$ cat config.mk
export PLATFORM = sky130hd
export DESIGN_NAME = pad_function_mux
export DESIGN_NICKNAME = d
export VERILOG_FILES = /design/src/hdl/pad_function_mux_pkg.sv /design/src/hdl/pad_function_mux.sv /design/src/hdl/pad_route_cell.sv
export SDC_FILE = /design/constraint.sdc
export NUM_CORES = 1
export LEC_CHECK = 0
export BUFFER_PORTS_ARGS = -buffer_cell sky130_fd_sc_hd__buf_2
export CAP_MARGIN = 40
export CELL_PAD_IN_SITES_DETAIL_PLACEMENT = 1
export CELL_PAD_IN_SITES_GLOBAL_PLACEMENT = 1
export CORE_AREA = 2 2 211 213
export DETAILED_ROUTE_END_ITERATION = 10
export DIE_AREA = 0 0 213 215
export GPL_ROUTABILITY_DRIVEN = 0
export MAX_ROUTING_LAYER = met4
export PLACE_DENSITY_LB_ADDON = 0.3
export SLEW_MARGIN = 10
export SYNTH_ARGS = -nofsm -noshare
export SYNTH_HDL_FRONTEND = slang
export SYNTH_HIERARCHICAL = 1
export SYNTH_SLANG_ARGS = --single-unit
$ cat constraint.sdc
create_clock -name clk -period 3.4 [get_ports clk]
set_input_delay 0.17 -clock clk [delete_from_list [all_inputs] [get_ports clk]]
set_output_delay 0.17 -clock clk [all_outputs]
set_load 0.02 [all_outputs]
$ cat src/hdl/pad_function_mux_pkg.sv
/*
  Constants for the pad function multiplexer: register address, select
  field positions, pad index map and idle levels of unselected inputs.
  Assumes a 32-bit byte-addressed register port.
*/
package pad_function_mux_pkg;

  // ------------------------------------------------------------------
  // Register
  // ------------------------------------------------------------------
  localparam logic [31:0] SEL_ADDR  = 32'hD003_0030;
  localparam logic [31:0] SEL_RESET = 32'h0000_0000;
  localparam int          SEL_W     = 29;

  // ------------------------------------------------------------------
  // Select field positions
  // ------------------------------------------------------------------
  localparam logic [4:0] BIT_SATNAV_CLOCK   = 5'h1C;
  localparam logic [4:0] BIT_SATNAV_MODE2   = 5'h1B;
  localparam logic [4:0] BIT_SATNAV_MODE1   = 5'h1A;
  localparam logic [4:0] BIT_SATNAV_MODE0   = 5'h19;
  localparam logic [4:0] BIT_SATNAV_SAMPLE  = 5'h18;
  localparam logic [4:0] BIT_SECOND_SERIAL  = 5'h17;
  localparam logic [4:0] BIT_SERIAL_STREAM  = 5'h16;
  localparam logic [4:0] BIT_POWER_IF       = 5'h15;
  localparam logic [4:0] BIT_SERIAL_DEV3    = 5'h14;
  localparam logic [4:0] BIT_SERIAL_DEV2    = 5'h13;
  localparam logic [4:0] BIT_SERIAL_DEV1    = 5'h12;
  localparam logic [4:0] BIT_MMC_PLUS       = 5'h11;
  localparam logic [4:0] BIT_TX_REF_CLOCK   = 5'h10;
  localparam logic [4:0] BIT_CODEC_CLOCK    = 5'h0F;
  localparam logic [4:0] BIT_SYS_CLOCK      = 5'h0E;
  localparam logic [4:0] BIT_MEM_CLOCK      = 5'h0D;
  localparam logic [4:0] BIT_IF_CLOCK       = 5'h0C;
  localparam logic [4:0] BIT_KEY_OUT3       = 5'h0B;
  localparam logic [4:0] BIT_KEY_OUT2       = 5'h0A;
  localparam logic [4:0] BIT_KEY_OUT1       = 5'h09;
  localparam logic [4:0] BIT_KEY_OUT0       = 5'h08;
  localparam logic [4:0] BIT_KEY_IN3        = 5'h07;
  localparam logic [4:0] BIT_KEY_IN2        = 5'h06;
  localparam logic [4:0] BIT_KEY_IN1        = 5'h05;
  localparam logic [4:0] BIT_KEY_IN0        = 5'h04;
  localparam logic [4:0] BIT_I2C2_CLOCK     = 5'h03;
  localparam logic [4:0] BIT_I2C2_DATA      = 5'h02;
  localparam logic [4:0] BIT_PWM2           = 5'h01;
  localparam logic [4:0] BIT_PWM1           = 5'h00;

  // ------------------------------------------------------------------
  // Pad indices
  // ------------------------------------------------------------------
  localparam int NUM_PADS      = 45;
  localparam int PAD_TS_CLK    = 0;
  localparam int PAD_UART_RTS  = 1;
  localparam int PAD_TS_SYNC   = 2;
  localparam int PAD_TS_VALID  = 3;
  localparam int PAD_TS_DATA   = 4;
  localparam int PAD_DISP_D22  = 5;
  localparam int PAD_DISP_D23  = 6;
  localparam int PAD_SPI2_BASE = 7;
  localparam int PAD_RSVD3     = 11;
  localparam int PAD_RSVD4     = 12;
  localparam int PAD_RSVD15    = 13;
  localparam int PAD_SC_VOLT   = 14;
  localparam int PAD_CE_FOURTH = 15;
  localparam int PAD_UART_CTS  = 16;
  localparam int PAD_CE_THIRD  = 17;
  localparam int PAD_NAND_D0   = 18;
  localparam int PAD_NAND_D7   = 25;
  localparam int PAD_CE_FIRST  = 26;
  localparam int PAD_CE_SECOND = 27;
  localparam int PAD_UART_TXD  = 28;
  localparam int PAD_CARD_D3   = 29;
  localparam int PAD_CARD_D0   = 32;
  localparam int PAD_RSVD14    = 33;
  localparam int PAD_RSVD7     = 40;
  localparam int PAD_DISP_D17  = 41;
  localparam int PAD_DISP_D16  = 42;
  localparam int PAD_AUDIO_FSR = 43;
  localparam int PAD_SC_FCB    = 44;

  // ------------------------------------------------------------------
  // Levels seen by a function that does not own its pad
  // ------------------------------------------------------------------
  localparam logic [NUM_PADS-1:0] MAIN_IDLE = '0;
  localparam logic [NUM_PADS-1:0] ALT_IDLE  = '0;

endpackage : pad_function_mux_pkg

$ cat src/hdl/pad_function_mux.sv
/*
  Pad function multiplexer: one select register decides for each group
  of shared pads whether the main or the alternate peripheral owns it.
  Assumes a single-cycle register port with read data one cycle later,
  and peripherals that drive and sample plain per-pad vectors.
  // How it works
  // - Bit 28 moves stream clock to satnav clock
  // - Bit 27 gives RTS pad to satnav mode2
  // - Bit 26 gives stream sync to mode1
  // - Bit 25 gives stream valid to mode0
  // - Bit 24 gives stream data to sample
  // - Bit 23 puts second UART on display pads
  // - Bit 22 turns second SPI into stream
  // - Bit 21 swaps baseband audio for power interface
  // - Bit 20 makes third serial device pads
  // - Bit 19 makes second serial device pads
  // - Bit 18 makes first serial device pads
  // - Bit 17 puts MMC-plus on flash pads
  // - Bit 16 puts reference clock on TXD
  // - Bit 15 puts codec clock on data3
  // - Bit 14 puts system clock on data2
  // - Bit 13 puts memory clock on data1
  // - Bit 12 puts interface clock on data0
  // - Bits 11,10 give keypad scan outputs three, two
  // - Bits 9..4 give remaining keypad scan lines
  // - Bits 3,2 give secondary I2C pads
  // - Bits 1,0 give PWM outputs
*/
// The address-and-strobe port was decided locally.
`timescale 1ns/1ps

module pad_function_mux
  import pad_function_mux_pkg::*;
#(
  parameter int ADDR_W = 32
) (
  // Clock and reset
  input  wire logic                clk,
  input  wire logic                resetn,
  // Register port
  input  wire logic [ADDR_W-1:0]   addr,
  input  wire logic [31:0]         wdata,
  input  wire logic                wr,
  input  wire logic                rd,
  output logic      [31:0]         rdata,
  // Pads
  input  wire logic [NUM_PADS-1:0] pad_in,
  output logic      [NUM_PADS-1:0] pad_out,
  output logic      [NUM_PADS-1:0] pad_oe,
  // Main functions
  input  wire logic [NUM_PADS-1:0] main_out,
  input  wire logic [NUM_PADS-1:0] main_oe,
  output logic      [NUM_PADS-1:0] main_in,
  // Alternate functions
  input  wire logic [NUM_PADS-1:0] alt_out,
  input  wire logic [NUM_PADS-1:0] alt_oe,
  output logic      [NUM_PADS-1:0] alt_in,
  // Second serial device select, shares the RTS pad
  input  wire logic                dev2_sel_out,
  input  wire logic                dev2_sel_oe,
  output logic                     dev2_sel_in,
  // Current selection, for peripherals that care
  output logic      [SEL_W-1:0]    pad_select
);

  // ------------------------------------------------------------------
  // Elaboration checks
  // ------------------------------------------------------------------
  if (ADDR_W != 32) begin : g_bad_addr
    $error("pad_function_mux: ADDR_W must be 32");
  end

  // ------------------------------------------------------------------
  // State
  // ------------------------------------------------------------------
  typedef struct packed {
    logic [SEL_W-1:0] sel;
    logic [31:0]      rdata;
  } state_t;

  state_t cur;
  state_t next_cur;

  logic                hit;
  logic [NUM_PADS-1:0] pad_sel;
  logic [NUM_PADS-1:0] eff_alt_out;
  logic [NUM_PADS-1:0] eff_alt_oe;
  logic [NUM_PADS-1:0] cell_alt_in;
  logic                rts_sat;
  logic                rts_dev2;

  assign hit = (addr == SEL_ADDR);

  // ------------------------------------------------------------------
  // Register access
  // ------------------------------------------------------------------
  // Read data live only in the cycle after the strobe
  always_comb begin
    next_cur       = cur;
    next_cur.rdata = '0;
    if (wr && hit) begin
      next_cur.sel = wdata[SEL_W-1:0];
    end
    if (rd && hit) begin
      next_cur.rdata = {{(32-SEL_W){1'b0}}, cur.sel};
    end
  end

  // Whole state cleared by reset
  always_ff @(posedge clk or negedge resetn) begin
    if (!resetn) begin
      cur <= '{sel: SEL_RESET[SEL_W-1:0], rdata: 32'h0000_0000};
    end else begin
      cur <= next_cur;
    end
  end

  assign rdata      = cur.rdata;
  assign pad_select = cur.sel;

  // ------------------------------------------------------------------
  // Pad to select bit map
  // ------------------------------------------------------------------
  function automatic logic [4:0] pad_bit(input int p);
    logic [4:0] b;
    b = BIT_PWM1;
    case (p)
      PAD_TS_CLK:    b = BIT_SATNAV_CLOCK;
      PAD_UART_RTS:  b = BIT_SATNAV_MODE2;
      PAD_TS_SYNC:   b = BIT_SATNAV_MODE1;
      PAD_TS_VALID:  b = BIT_SATNAV_MODE0;
      PAD_TS_DATA:   b = BIT_SATNAV_SAMPLE;
      PAD_DISP_D22:  b = BIT_SECOND_SERIAL;
      PAD_DISP_D23:  b = BIT_SECOND_SERIAL;
      PAD_SPI2_BASE,
      PAD_SPI2_BASE + 1,
      PAD_SPI2_BASE + 2,
      PAD_SPI2_BASE + 3: b = BIT_SERIAL_STREAM;
      PAD_RSVD3:     b = BIT_POWER_IF;
      PAD_RSVD4:     b = BIT_POWER_IF;
      PAD_RSVD15:    b = BIT_SERIAL_DEV3;
      PAD_SC_VOLT:   b = BIT_SERIAL_DEV3;
      PAD_CE_FOURTH: b = BIT_SERIAL_DEV2;
      PAD_UART_CTS:  b = BIT_SERIAL_DEV1;
      PAD_CE_THIRD:  b = BIT_SERIAL_DEV1;
      PAD_CE_FIRST:  b = BIT_MMC_PLUS;
      PAD_CE_SECOND: b = BIT_MMC_PLUS;
      PAD_UART_TXD:  b = BIT_TX_REF_CLOCK;
      PAD_CARD_D3:   b = BIT_CODEC_CLOCK;
      PAD_CARD_D3+1: b = BIT_SYS_CLOCK;
      PAD_CARD_D3+2: b = BIT_MEM_CLOCK;
      PAD_CARD_D0:   b = BIT_IF_CLOCK;
      PAD_RSVD14:    b = BIT_KEY_OUT3;
      PAD_RSVD14+1:  b = BIT_KEY_OUT2;
      PAD_DISP_D17:  b = BIT_I2C2_CLOCK;
      PAD_DISP_D16:  b = BIT_I2C2_DATA;
      PAD_AUDIO_FSR: b = BIT_PWM2;
      PAD_SC_FCB:    b = BIT_PWM1;
      default: begin
        if (p >= PAD_NAND_D0 && p <= PAD_NAND_D7) begin
          b = BIT_MMC_PLUS;
        end else if (p > PAD_RSVD14 + 1 && p <= PAD_RSVD7) begin
          // Keypad lines run down from bit 9 as the pad index rises
          b = 5'(int'(BIT_KEY_OUT1) - (p - (PAD_RSVD14 + 2)));
        end
      end
    endcase
    return b;
  endfunction : pad_bit

  // ------------------------------------------------------------------
  // The RTS pad has two alternates
  // ------------------------------------------------------------------
  // Satnav mode line wins if software sets both bits
  assign rts_sat  = cur.sel[BIT_SATNAV_MODE2];
  assign rts_dev2 = !rts_sat && cur.sel[BIT_SERIAL_DEV2];

  // ------------------------------------------------------------------
  // Per-pad routing
  // ------------------------------------------------------------------
  for (genvar g = 0; g < NUM_PADS; g++) begin : g_pad
    if (g == PAD_UART_RTS) begin : g_rts
      assign pad_sel[g]     = rts_sat || rts_dev2;
      assign eff_alt_out[g] = rts_sat ? alt_out[g] : dev2_sel_out;
      assign eff_alt_oe[g]  = rts_sat ? alt_oe[g] : dev2_sel_oe;
      assign alt_in[g]      = rts_sat ? cell_alt_in[g] : ALT_IDLE[g];
    end else begin : g_plain
      assign pad_sel[g]     = cur.sel[pad_bit(g)];
      assign eff_alt_out[g] = alt_out[g];
      assign eff_alt_oe[g]  = alt_oe[g];
      assign alt_in[g]      = cell_alt_in[g];
    end

    pad_route_cell #(
      .MAIN_IDLE_LVL (MAIN_IDLE[g]),
      .ALT_IDLE_LVL  (ALT_IDLE[g])
    ) u_cell (
      .sel      (pad_sel[g]),
      .pad_in   (pad_in[g]),
      .pad_out  (pad_out[g]),
      .pad_oe   (pad_oe[g]),
      .main_out (main_out[g]),
      .main_oe  (main_oe[g]),
      .main_in  (main_in[g]),
      .alt_out  (eff_alt_out[g]),
      .alt_oe   (eff_alt_oe[g]),
      .alt_in   (cell_alt_in[g])
    );
  end

  // Second device select sees the pad only while it owns it
  assign dev2_sel_in = rts_dev2 ? pad_in[PAD_UART_RTS] : ALT_IDLE[PAD_UART_RTS];

  // ------------------------------------------------------------------
  // Checks
  // ------------------------------------------------------------------
  AST_SAT_CLOCK: assert property (
    @(posedge clk) disable iff (!resetn)
    cur.sel[28] |-> alt_in[PAD_TS_CLK] == pad_in[PAD_TS_CLK]
                    && main_in[PAD_TS_CLK] == MAIN_IDLE[PAD_TS_CLK])
    else $error("stream clock pad not given to satnav");

  AST_RTS_MODE2: assert property (
    @(posedge clk) disable iff (!resetn)
    cur.sel[27] |-> pad_out[PAD_UART_RTS] == alt_out[PAD_UART_RTS]
                    && dev2_sel_in == ALT_IDLE[PAD_UART_RTS])
    else $error("RTS pad not owned by satnav mode2");

  AST_RTS_DEV2: assert property (
    @(posedge clk) disable iff (!resetn)
    (!cur.sel[27] && cur.sel[19]) |-> pad_oe[PAD_UART_RTS] == dev2_sel_oe
                    && pad_out[PAD_CE_FOURTH] == alt_out[PAD_CE_FOURTH])
    else $error("RTS pad not owned by second serial device");

  AST_SECOND_UART: assert property (
    @(posedge clk) disable iff (!resetn)
    cur.sel[23] |-> alt_in[PAD_DISP_D22] == pad_in[PAD_DISP_D22]
                    && pad_out[PAD_DISP_D23] == alt_out[PAD_DISP_D23])
    else $error("second UART not on display pads");

  AST_MMC_PLUS: assert property (
    @(posedge clk) disable iff (!resetn)
    cur.sel[17] |-> pad_oe[PAD_NAND_D7:PAD_NAND_D0] == alt_oe[PAD_NAND_D7:PAD_NAND_D0]
                    && pad_out[PAD_CE_FIRST] == alt_out[PAD_CE_FIRST])
    else $error("MMC-plus not on flash pads");

  AST_TXD_MAIN: assert property (
    @(posedge clk) disable iff (!resetn)
    !cur.sel[16] |-> pad_out[PAD_UART_TXD] == main_out[PAD_UART_TXD])
    else $error("TXD pad lost its UART while bit clear");

  AST_WRITE_TAKES: assert property (
    @(posedge clk) disable iff (!resetn)
    (wr && hit) |=> pad_select == $past(wdata[SEL_W-1:0]))
    else $error("select write not applied next cycle");

  AST_READ_BACK: assert property (
    @(posedge clk) disable iff (!resetn)
    (rd && hit) |=> rdata == {3'h0, $past(cur.sel)} ##1 rdata == 32'h0000_0000
                    || $past(rd, 1) && rdata[31:29] == 3'h0)
    else $error("read data wrong or not one cycle");

  AST_UNMAPPED: assert property (
    @(posedge clk) disable iff (!resetn)
    (rd && !hit) |=> rdata == 32'h0000_0000)
    else $error("unmapped read returned data");

  AST_IDLE_INPUTS: assert property (
    @(posedge clk) disable iff (!resetn)
    ((main_in ^ MAIN_IDLE) & pad_sel) == '0
    && ((alt_in ^ ALT_IDLE) & ~pad_sel) == '0)
    else $error("unselected function sees pad activity");

  AST_KEYPAD: assert property (
    @(posedge clk) disable iff (!resetn)
    pad_sel[PAD_RSVD7:PAD_RSVD14+2] ==
      {cur.sel[4], cur.sel[5], cur.sel[6], cur.sel[7], cur.sel[8], cur.sel[9]})
    else $error("keypad pads follow the wrong bits");

  // Rules for bits 26, 24, 22 to 20, 18, 15 to 11, 3 and 1 checked from the outputs, with the bit clear and with it set
  AST_STREAM_SYNC: assert property (
    @(posedge clk) disable iff (!resetn)
    main_in[PAD_TS_SYNC] == (cur.sel[BIT_SATNAV_MODE1]
      ? MAIN_IDLE[PAD_TS_SYNC] : pad_in[PAD_TS_SYNC]))
    else $error("sync pad input not steered by its bit");

  AST_STREAM_DATA: assert property (
    @(posedge clk) disable iff (!resetn)
    alt_in[PAD_TS_DATA] == (cur.sel[BIT_SATNAV_SAMPLE]
      ? pad_in[PAD_TS_DATA] : ALT_IDLE[PAD_TS_DATA]))
    else $error("data pad not given to satnav sample");

  AST_SPI_STREAM: assert property (
    @(posedge clk) disable iff (!resetn)
    pad_oe[PAD_SPI2_BASE+3:PAD_SPI2_BASE] == (cur.sel[BIT_SERIAL_STREAM]
      ? alt_oe[PAD_SPI2_BASE+3:PAD_SPI2_BASE] : main_oe[PAD_SPI2_BASE+3:PAD_SPI2_BASE]))
    else $error("second serial pads not steered by their bit");

  AST_POWER_IF: assert property (
    @(posedge clk) disable iff (!resetn)
    pad_out[PAD_RSVD4:PAD_RSVD3] == (cur.sel[BIT_POWER_IF]
      ? alt_out[PAD_RSVD4:PAD_RSVD3] : main_out[PAD_RSVD4:PAD_RSVD3]))
    else $error("power interface pads not steered by their bit");

  AST_SERIAL_DEV3: assert property (
    @(posedge clk) disable iff (!resetn)
    alt_in[PAD_SC_VOLT] == (cur.sel[BIT_SERIAL_DEV3]
      ? pad_in[PAD_SC_VOLT] : ALT_IDLE[PAD_SC_VOLT]))
    else $error("third serial device receive not steered");

  AST_SERIAL_DEV1: assert property (
    @(posedge clk) disable iff (!resetn)
    pad_oe[PAD_CE_THIRD:PAD_UART_CTS] == (cur.sel[BIT_SERIAL_DEV1]
      ? alt_oe[PAD_CE_THIRD:PAD_UART_CTS] : main_oe[PAD_CE_THIRD:PAD_UART_CTS]))
    else $error("first serial device pads not steered");

  AST_CODEC_CLOCK: assert property (
    @(posedge clk) disable iff (!resetn)
    pad_out[PAD_CARD_D3] == (cur.sel[BIT_CODEC_CLOCK]
      ? alt_out[PAD_CARD_D3] : main_out[PAD_CARD_D3]))
    else $error("card data3 pad not steered by its bit");

  AST_SYS_CLOCK: assert property (
    @(posedge clk) disable iff (!resetn)
    pad_out[PAD_CARD_D3+1] == (cur.sel[BIT_SYS_CLOCK]
      ? alt_out[PAD_CARD_D3+1] : main_out[PAD_CARD_D3+1]))
    else $error("card data2 pad not steered by its bit");

  AST_MEM_CLOCK: assert property (
    @(posedge clk) disable iff (!resetn)
    main_in[PAD_CARD_D3+2] == (cur.sel[BIT_MEM_CLOCK]
      ? MAIN_IDLE[PAD_CARD_D3+2] : pad_in[PAD_CARD_D3+2]))
    else $error("card data1 input not steered by its bit");

  AST_IF_CLOCK: assert property (
    @(posedge clk) disable iff (!resetn)
    pad_out[PAD_CARD_D0] == (cur.sel[BIT_IF_CLOCK]
      ? alt_out[PAD_CARD_D0] : main_out[PAD_CARD_D0]))
    else $error("card data0 pad not steered by its bit");

  AST_KEY_OUT3: assert property (
    @(posedge clk) disable iff (!resetn)
    pad_out[PAD_RSVD14] == (cur.sel[BIT_KEY_OUT3]
      ? alt_out[PAD_RSVD14] : main_out[PAD_RSVD14]))
    else $error("keypad out three pad not steered");

  AST_I2C2_CLOCK: assert property (
    @(posedge clk) disable iff (!resetn)
    pad_oe[PAD_DISP_D17] == (cur.sel[BIT_I2C2_CLOCK]
      ? alt_oe[PAD_DISP_D17] : main_oe[PAD_DISP_D17]))
    else $error("display pad 17 not steered by its bit");

  AST_PWM2: assert property (
    @(posedge clk) disable iff (!resetn)
    pad_out[PAD_AUDIO_FSR] == (cur.sel[BIT_PWM2]
      ? alt_out[PAD_AUDIO_FSR] : main_out[PAD_AUDIO_FSR]))
    else $error("audio frame pad not steered by its bit");

endmodule : pad_function_mux

$ cat src/hdl/pad_route_cell.sv
/*
  One shared pad: steers output and enable from the owning function and
  parks the input of the other function at its idle level.
  Assumes all signals are synchronous to the system clock.
*/
`timescale 1ns/1ps

module pad_route_cell #(
  parameter logic MAIN_IDLE_LVL = 1'b0,
  parameter logic ALT_IDLE_LVL  = 1'b0
) (
  // Select
  input  wire logic sel,
  // Pad side
  input  wire logic pad_in,
  output logic      pad_out,
  output logic      pad_oe,
  // Main function
  input  wire logic main_out,
  input  wire logic main_oe,
  output logic      main_in,
  // Alternate function
  input  wire logic alt_out,
  input  wire logic alt_oe,
  output logic      alt_in
);

  // ------------------------------------------------------------------
  // Routing
  // ------------------------------------------------------------------
  // Pure gates, so the pad follows the select with no cycle of lag
  assign pad_out = sel ? alt_out : main_out;
  assign pad_oe  = sel ? alt_oe : main_oe;
  assign main_in = sel ? MAIN_IDLE_LVL : pad_in;
  assign alt_in  = sel ? pad_in : ALT_IDLE_LVL;

endmodule : pad_route_cell

==> reports/summary.log <==
[outcome] outcome complete, no violations
[detailed_routing] routed via count 4,703
[detailed_routing] count of nets left with antenna violations after detail routing 0
[timing] worst clock skew 0.00542 ns
[grt] maximum number of pins on one net before global-route repair 39
[grt] Global Route Usage Sum 0.0896
[pwr] total power 2120 uW
[cts] maximum clock insertion buffer count 2
[setup_path] largest incremental delay on the critical path 0.71 ns
[timing] unrepaired setup endpoints after global routing no
[cts] CTS Hold Bufs 1
[timing] final number of max-transition violations 0
[timing] min Tclk post-route 2.20 ns
[logic_synthesis] flop and latch count out of synthesis 58
[worst_hold_path] Hold Crit Class input port to flop
[detailed_routing] initial drt markers 81
[setup_path] setup slack of the most critical reg-to-reg path 2.09 ns
[setup_path] beginning of the worst register-to-register path pad_select[17]
[setup_path] slowest stage cell on the critical path sky130_fd_sc_hd__dfrtp_1
[timing] normalized max-slew margin 0.571
[logic_synthesis] share of synthesized area occupied by flip-flops and latches 0.322
[detailed_routing] detail-routed via count per cell 3.21
[cells_and_area] filler cell count in the final layout 5,288
[setup_path] Top Family by Delay on Critical Path flip-flops
[pwr] Leak 0.00422 uW
[setup_path] endpoint of the lowest-slack register-to-register path rdata[17]
[detailed_routing] # DRC 0
[logic_synthesis] mean post-synth cell area 11.3 um^2
[floorplan] Die W 213 um
[floorplan] DIE AREA 45,800 um^2
[cts] number of sinks handled by clock tree synthesis 58
[logic_synthesis] Yosys warning total 6
[run] max-cap viol count 0
[floorplan] effective utilization at floorplan 0.103
[setup_path] number of cells on the worst reg-to-reg path 2
[timing] fmax 0.454 GHz
[cts] Worst-path clk slew 0.06 ns
[setup_path] WP buf/inv 2
[setup_path] cell chain of the critical path buf_4 -> mux2_2 -> buf_2
[setup_path] worst path required time 3.23 ns
[worst_hold_path] Endpoint, Worst Hold pad_select[6]
[floorplan] core region area 43,600 um^2
[floorplan] IO Pins 537
[timing] setup TNS after final layout 0 ns
[cells_and_area] Layout Nets 1,160
[cells_and_area] most common library cell in the layout ignoring fill and taps sky130_fd_sc_hd__buf_2
[grt] number of global-route vias before repair 4,800
[logic_synthesis] Post-Synthesis Cell Area 4510 um^2
[detailed_routing] average detailed-routed wire length per instance 14.4 um
[pwr] maximum vdd drop 0.148 mV
[floorplan] Std-Cell Rows 77
[cells_and_area] fraction of final layout cells sized beyond drive strength 1 0.879
[cts] root buf cell sky130_fd_sc_hd__clkbuf_16
[timing] fraction of the cycle the final worst path needs 0.648
[cts] buffer count from post-CTS setup fixing 0
[floorplan] Die Height 215 um
[cts] number of buffers created by CTS 9
[placed_design] Cell Count Post-Placement 1,445
[cells_and_area] Finished Core Util 0.176
[detailed_routing] drt pass-1 iters 3
[cts] TritonCTS clock tree done
[cts] count of instances resized after the clock tree is built 0
[setup_path] crit path DAT 2.03 ns
[setup_path] category of the worst setup path capture point output port
[setup_path] class of the most critical setup path flop to output port
[worst_hold_path] Min-Delay Path Depth 2
[placed_design] number of buffer cells added on primary ports 530
[setup_path] maximum fanout encountered on the critical timing path 27
[worst_hold_path] origin of the worst min-delay path wdata[6]
[cells_and_area] top library cells by usage in the layout, fill and taps aside sky130_fd_sc_hd__buf_2 (529), sky130_fd_sc_hd__mux2_2 (111), sky130_fd_sc_hd__dfrtp_1 (58)
[pwr] power per standard cell area 276 nW/um^2
[timing] number of hold violations in the final report 0
[grt] wire length of the first global-routing pass 28,500 um
[timing] hold slack final 0.0432 ns
[timing] Slew @ Worst Pin 0.644 ns
[cts] level count of the clock H-tree 3
[logic_synthesis] count of unique library cells instantiated by Yosys 22
[setup_path] Worst Setup Start Kind flop
[detailed_routing] Routed WL 21,000 um
[logic_synthesis] cell count after synthesis 398
[cts] source-to-sink clock delay at the later pin of the worst-skew pair 0.35 ns
[cells_and_area] area added between synthesis and finish 70.2%
[grt] antenna violations before repair 2
[cells_and_area] count of non-filler cells in the finished layout 1,463
[placed_design] HPWL reported at the end of detailed placement 17,700 um
[timing] number of endpoints failing setup at the final stage 0
[grt] residual overflow from global routing 0
## cells in the mapped netlist
| master | count | share of area |
|---|---|---|
| sky130_fd_sc_hd__nor4b_2 | 1 | 0.0033 |
| sky130_fd_sc_hd__nor2_1 | 1 | 0.00083 |
| sky130_fd_sc_hd__mux2_4 | 10 | 0.033 |
| sky130_fd_sc_hd__clkbuf_1 | 1 | 0.00083 |
| sky130_fd_sc_hd__and2_1 | 30 | 0.042 |
| sky130_fd_sc_hd__or2_2 | 1 | 0.0014 |
| sky130_fd_sc_hd__nor3_1 | 1 | 0.0011 |
| sky130_fd_sc_hd__dfrtp_1 | 58 | 0.32 |
| sky130_fd_sc_hd__clkbuf_2 | 2 | 0.0022 |
| sky130_fd_sc_hd__buf_4 | 76 | 0.13 |
| sky130_fd_sc_hd__and2b_2 | 45 | 0.087 |
| sky130_fd_sc_hd__conb_1 | 1 | 0.00083 |
| sky130_fd_sc_hd__nor4bb_1 | 3 | 0.0067 |
| sky130_fd_sc_hd__and2_2 | 45 | 0.075 |
| sky130_fd_sc_hd__buf_6 | 1 | 0.0025 |
| sky130_fd_sc_hd__nand4_1 | 2 | 0.0028 |
| sky130_fd_sc_hd__mux2_2 | 111 | 0.28 |
| sky130_fd_sc_hd__nor3_2 | 1 | 0.0022 |
| sky130_fd_sc_hd__buf_12 | 1 | 0.0044 |
| sky130_fd_sc_hd__nand2_1 | 1 | 0.00083 |
| sky130_fd_sc_hd__nor4_1 | 4 | 0.0055 |
| sky130_fd_sc_hd__inv_1 | 2 | 0.0017 |
## stage by stage
step / instance area [um^2] / worst slack [ns]
5_1_grt: 7670 / 1.04
3_3_place_gp: 7330 / 1.26
3_5_place_dp: 7360 / 1.21
2_1_floorplan: 4520 / 1.85
6_report: 7670 / 1.20
4_1_cts: 7670 / 1.09
## worst max-delay path by stage
stage                     slack (ns)        endpoint  cells after the start            from
after floorplan                 1.85      pad_oe[18]                      1  pad_select[17]
after global placement          1.26  pad_select[10]                      6         addr[1]
after detailed placement        1.21  pad_select[10]                      6        addr[21]
after CTS                       1.09     pad_out[25]                      3  pad_select[17]
after global routing            1.04     pad_out[25]                      3  pad_select[17]
final                           1.20     pad_out[25]                      3  pad_select[17]
## state kept, by name, summed over array words and instances, names as in the netlist
signal / cells
pad_select: 29
rdata: 29
## logic make-up (layout without fill, tap and decap cells)
family	Yosys count	count (layout)	share of synthesized area
flops	58	58	0.322
other cells	1	4	0.000832
buf+inv	83	553	0.138
simple gates	135	135	0.229
mux	121	121	0.310
## where the power goes
group / internal (uW) / switching (uW)
Combinational: 237 / 236
Sequential: 690 / 0.00000895
Clock: 572 / 387
## worst register-to-register path, stage by stage (launching register included)
cell and delay [ns]:
sky130_fd_sc_hd__dfrtp_1 0.71, sky130_fd_sc_hd__buf_4 0.38, sky130_fd_sc_hd__and2_1 0.17
## layer usage
layer / GRT usage / part of all wire
met2: 0.170 / 0.54
met4: 0.0252 / 0.010
met3: 0.0305 / 0.10
met1: 0.0845 / 0.35
met5: - / 0
## area by class of cell
type                       instances  area [um^2]  share of cell area
sequential                        58         1450               0.189
clock buffer                       9          225              0.0293
inverter                           2         7.51            0.000978
multi-input combinational        259         2450               0.320
antenna                            1         2.50            0.000326
tap                              592          741              0.0965
clock inverter                     7         77.6              0.0101
timing repair buffer             535         2720               0.354
Power figures use the tool's default switching activity.
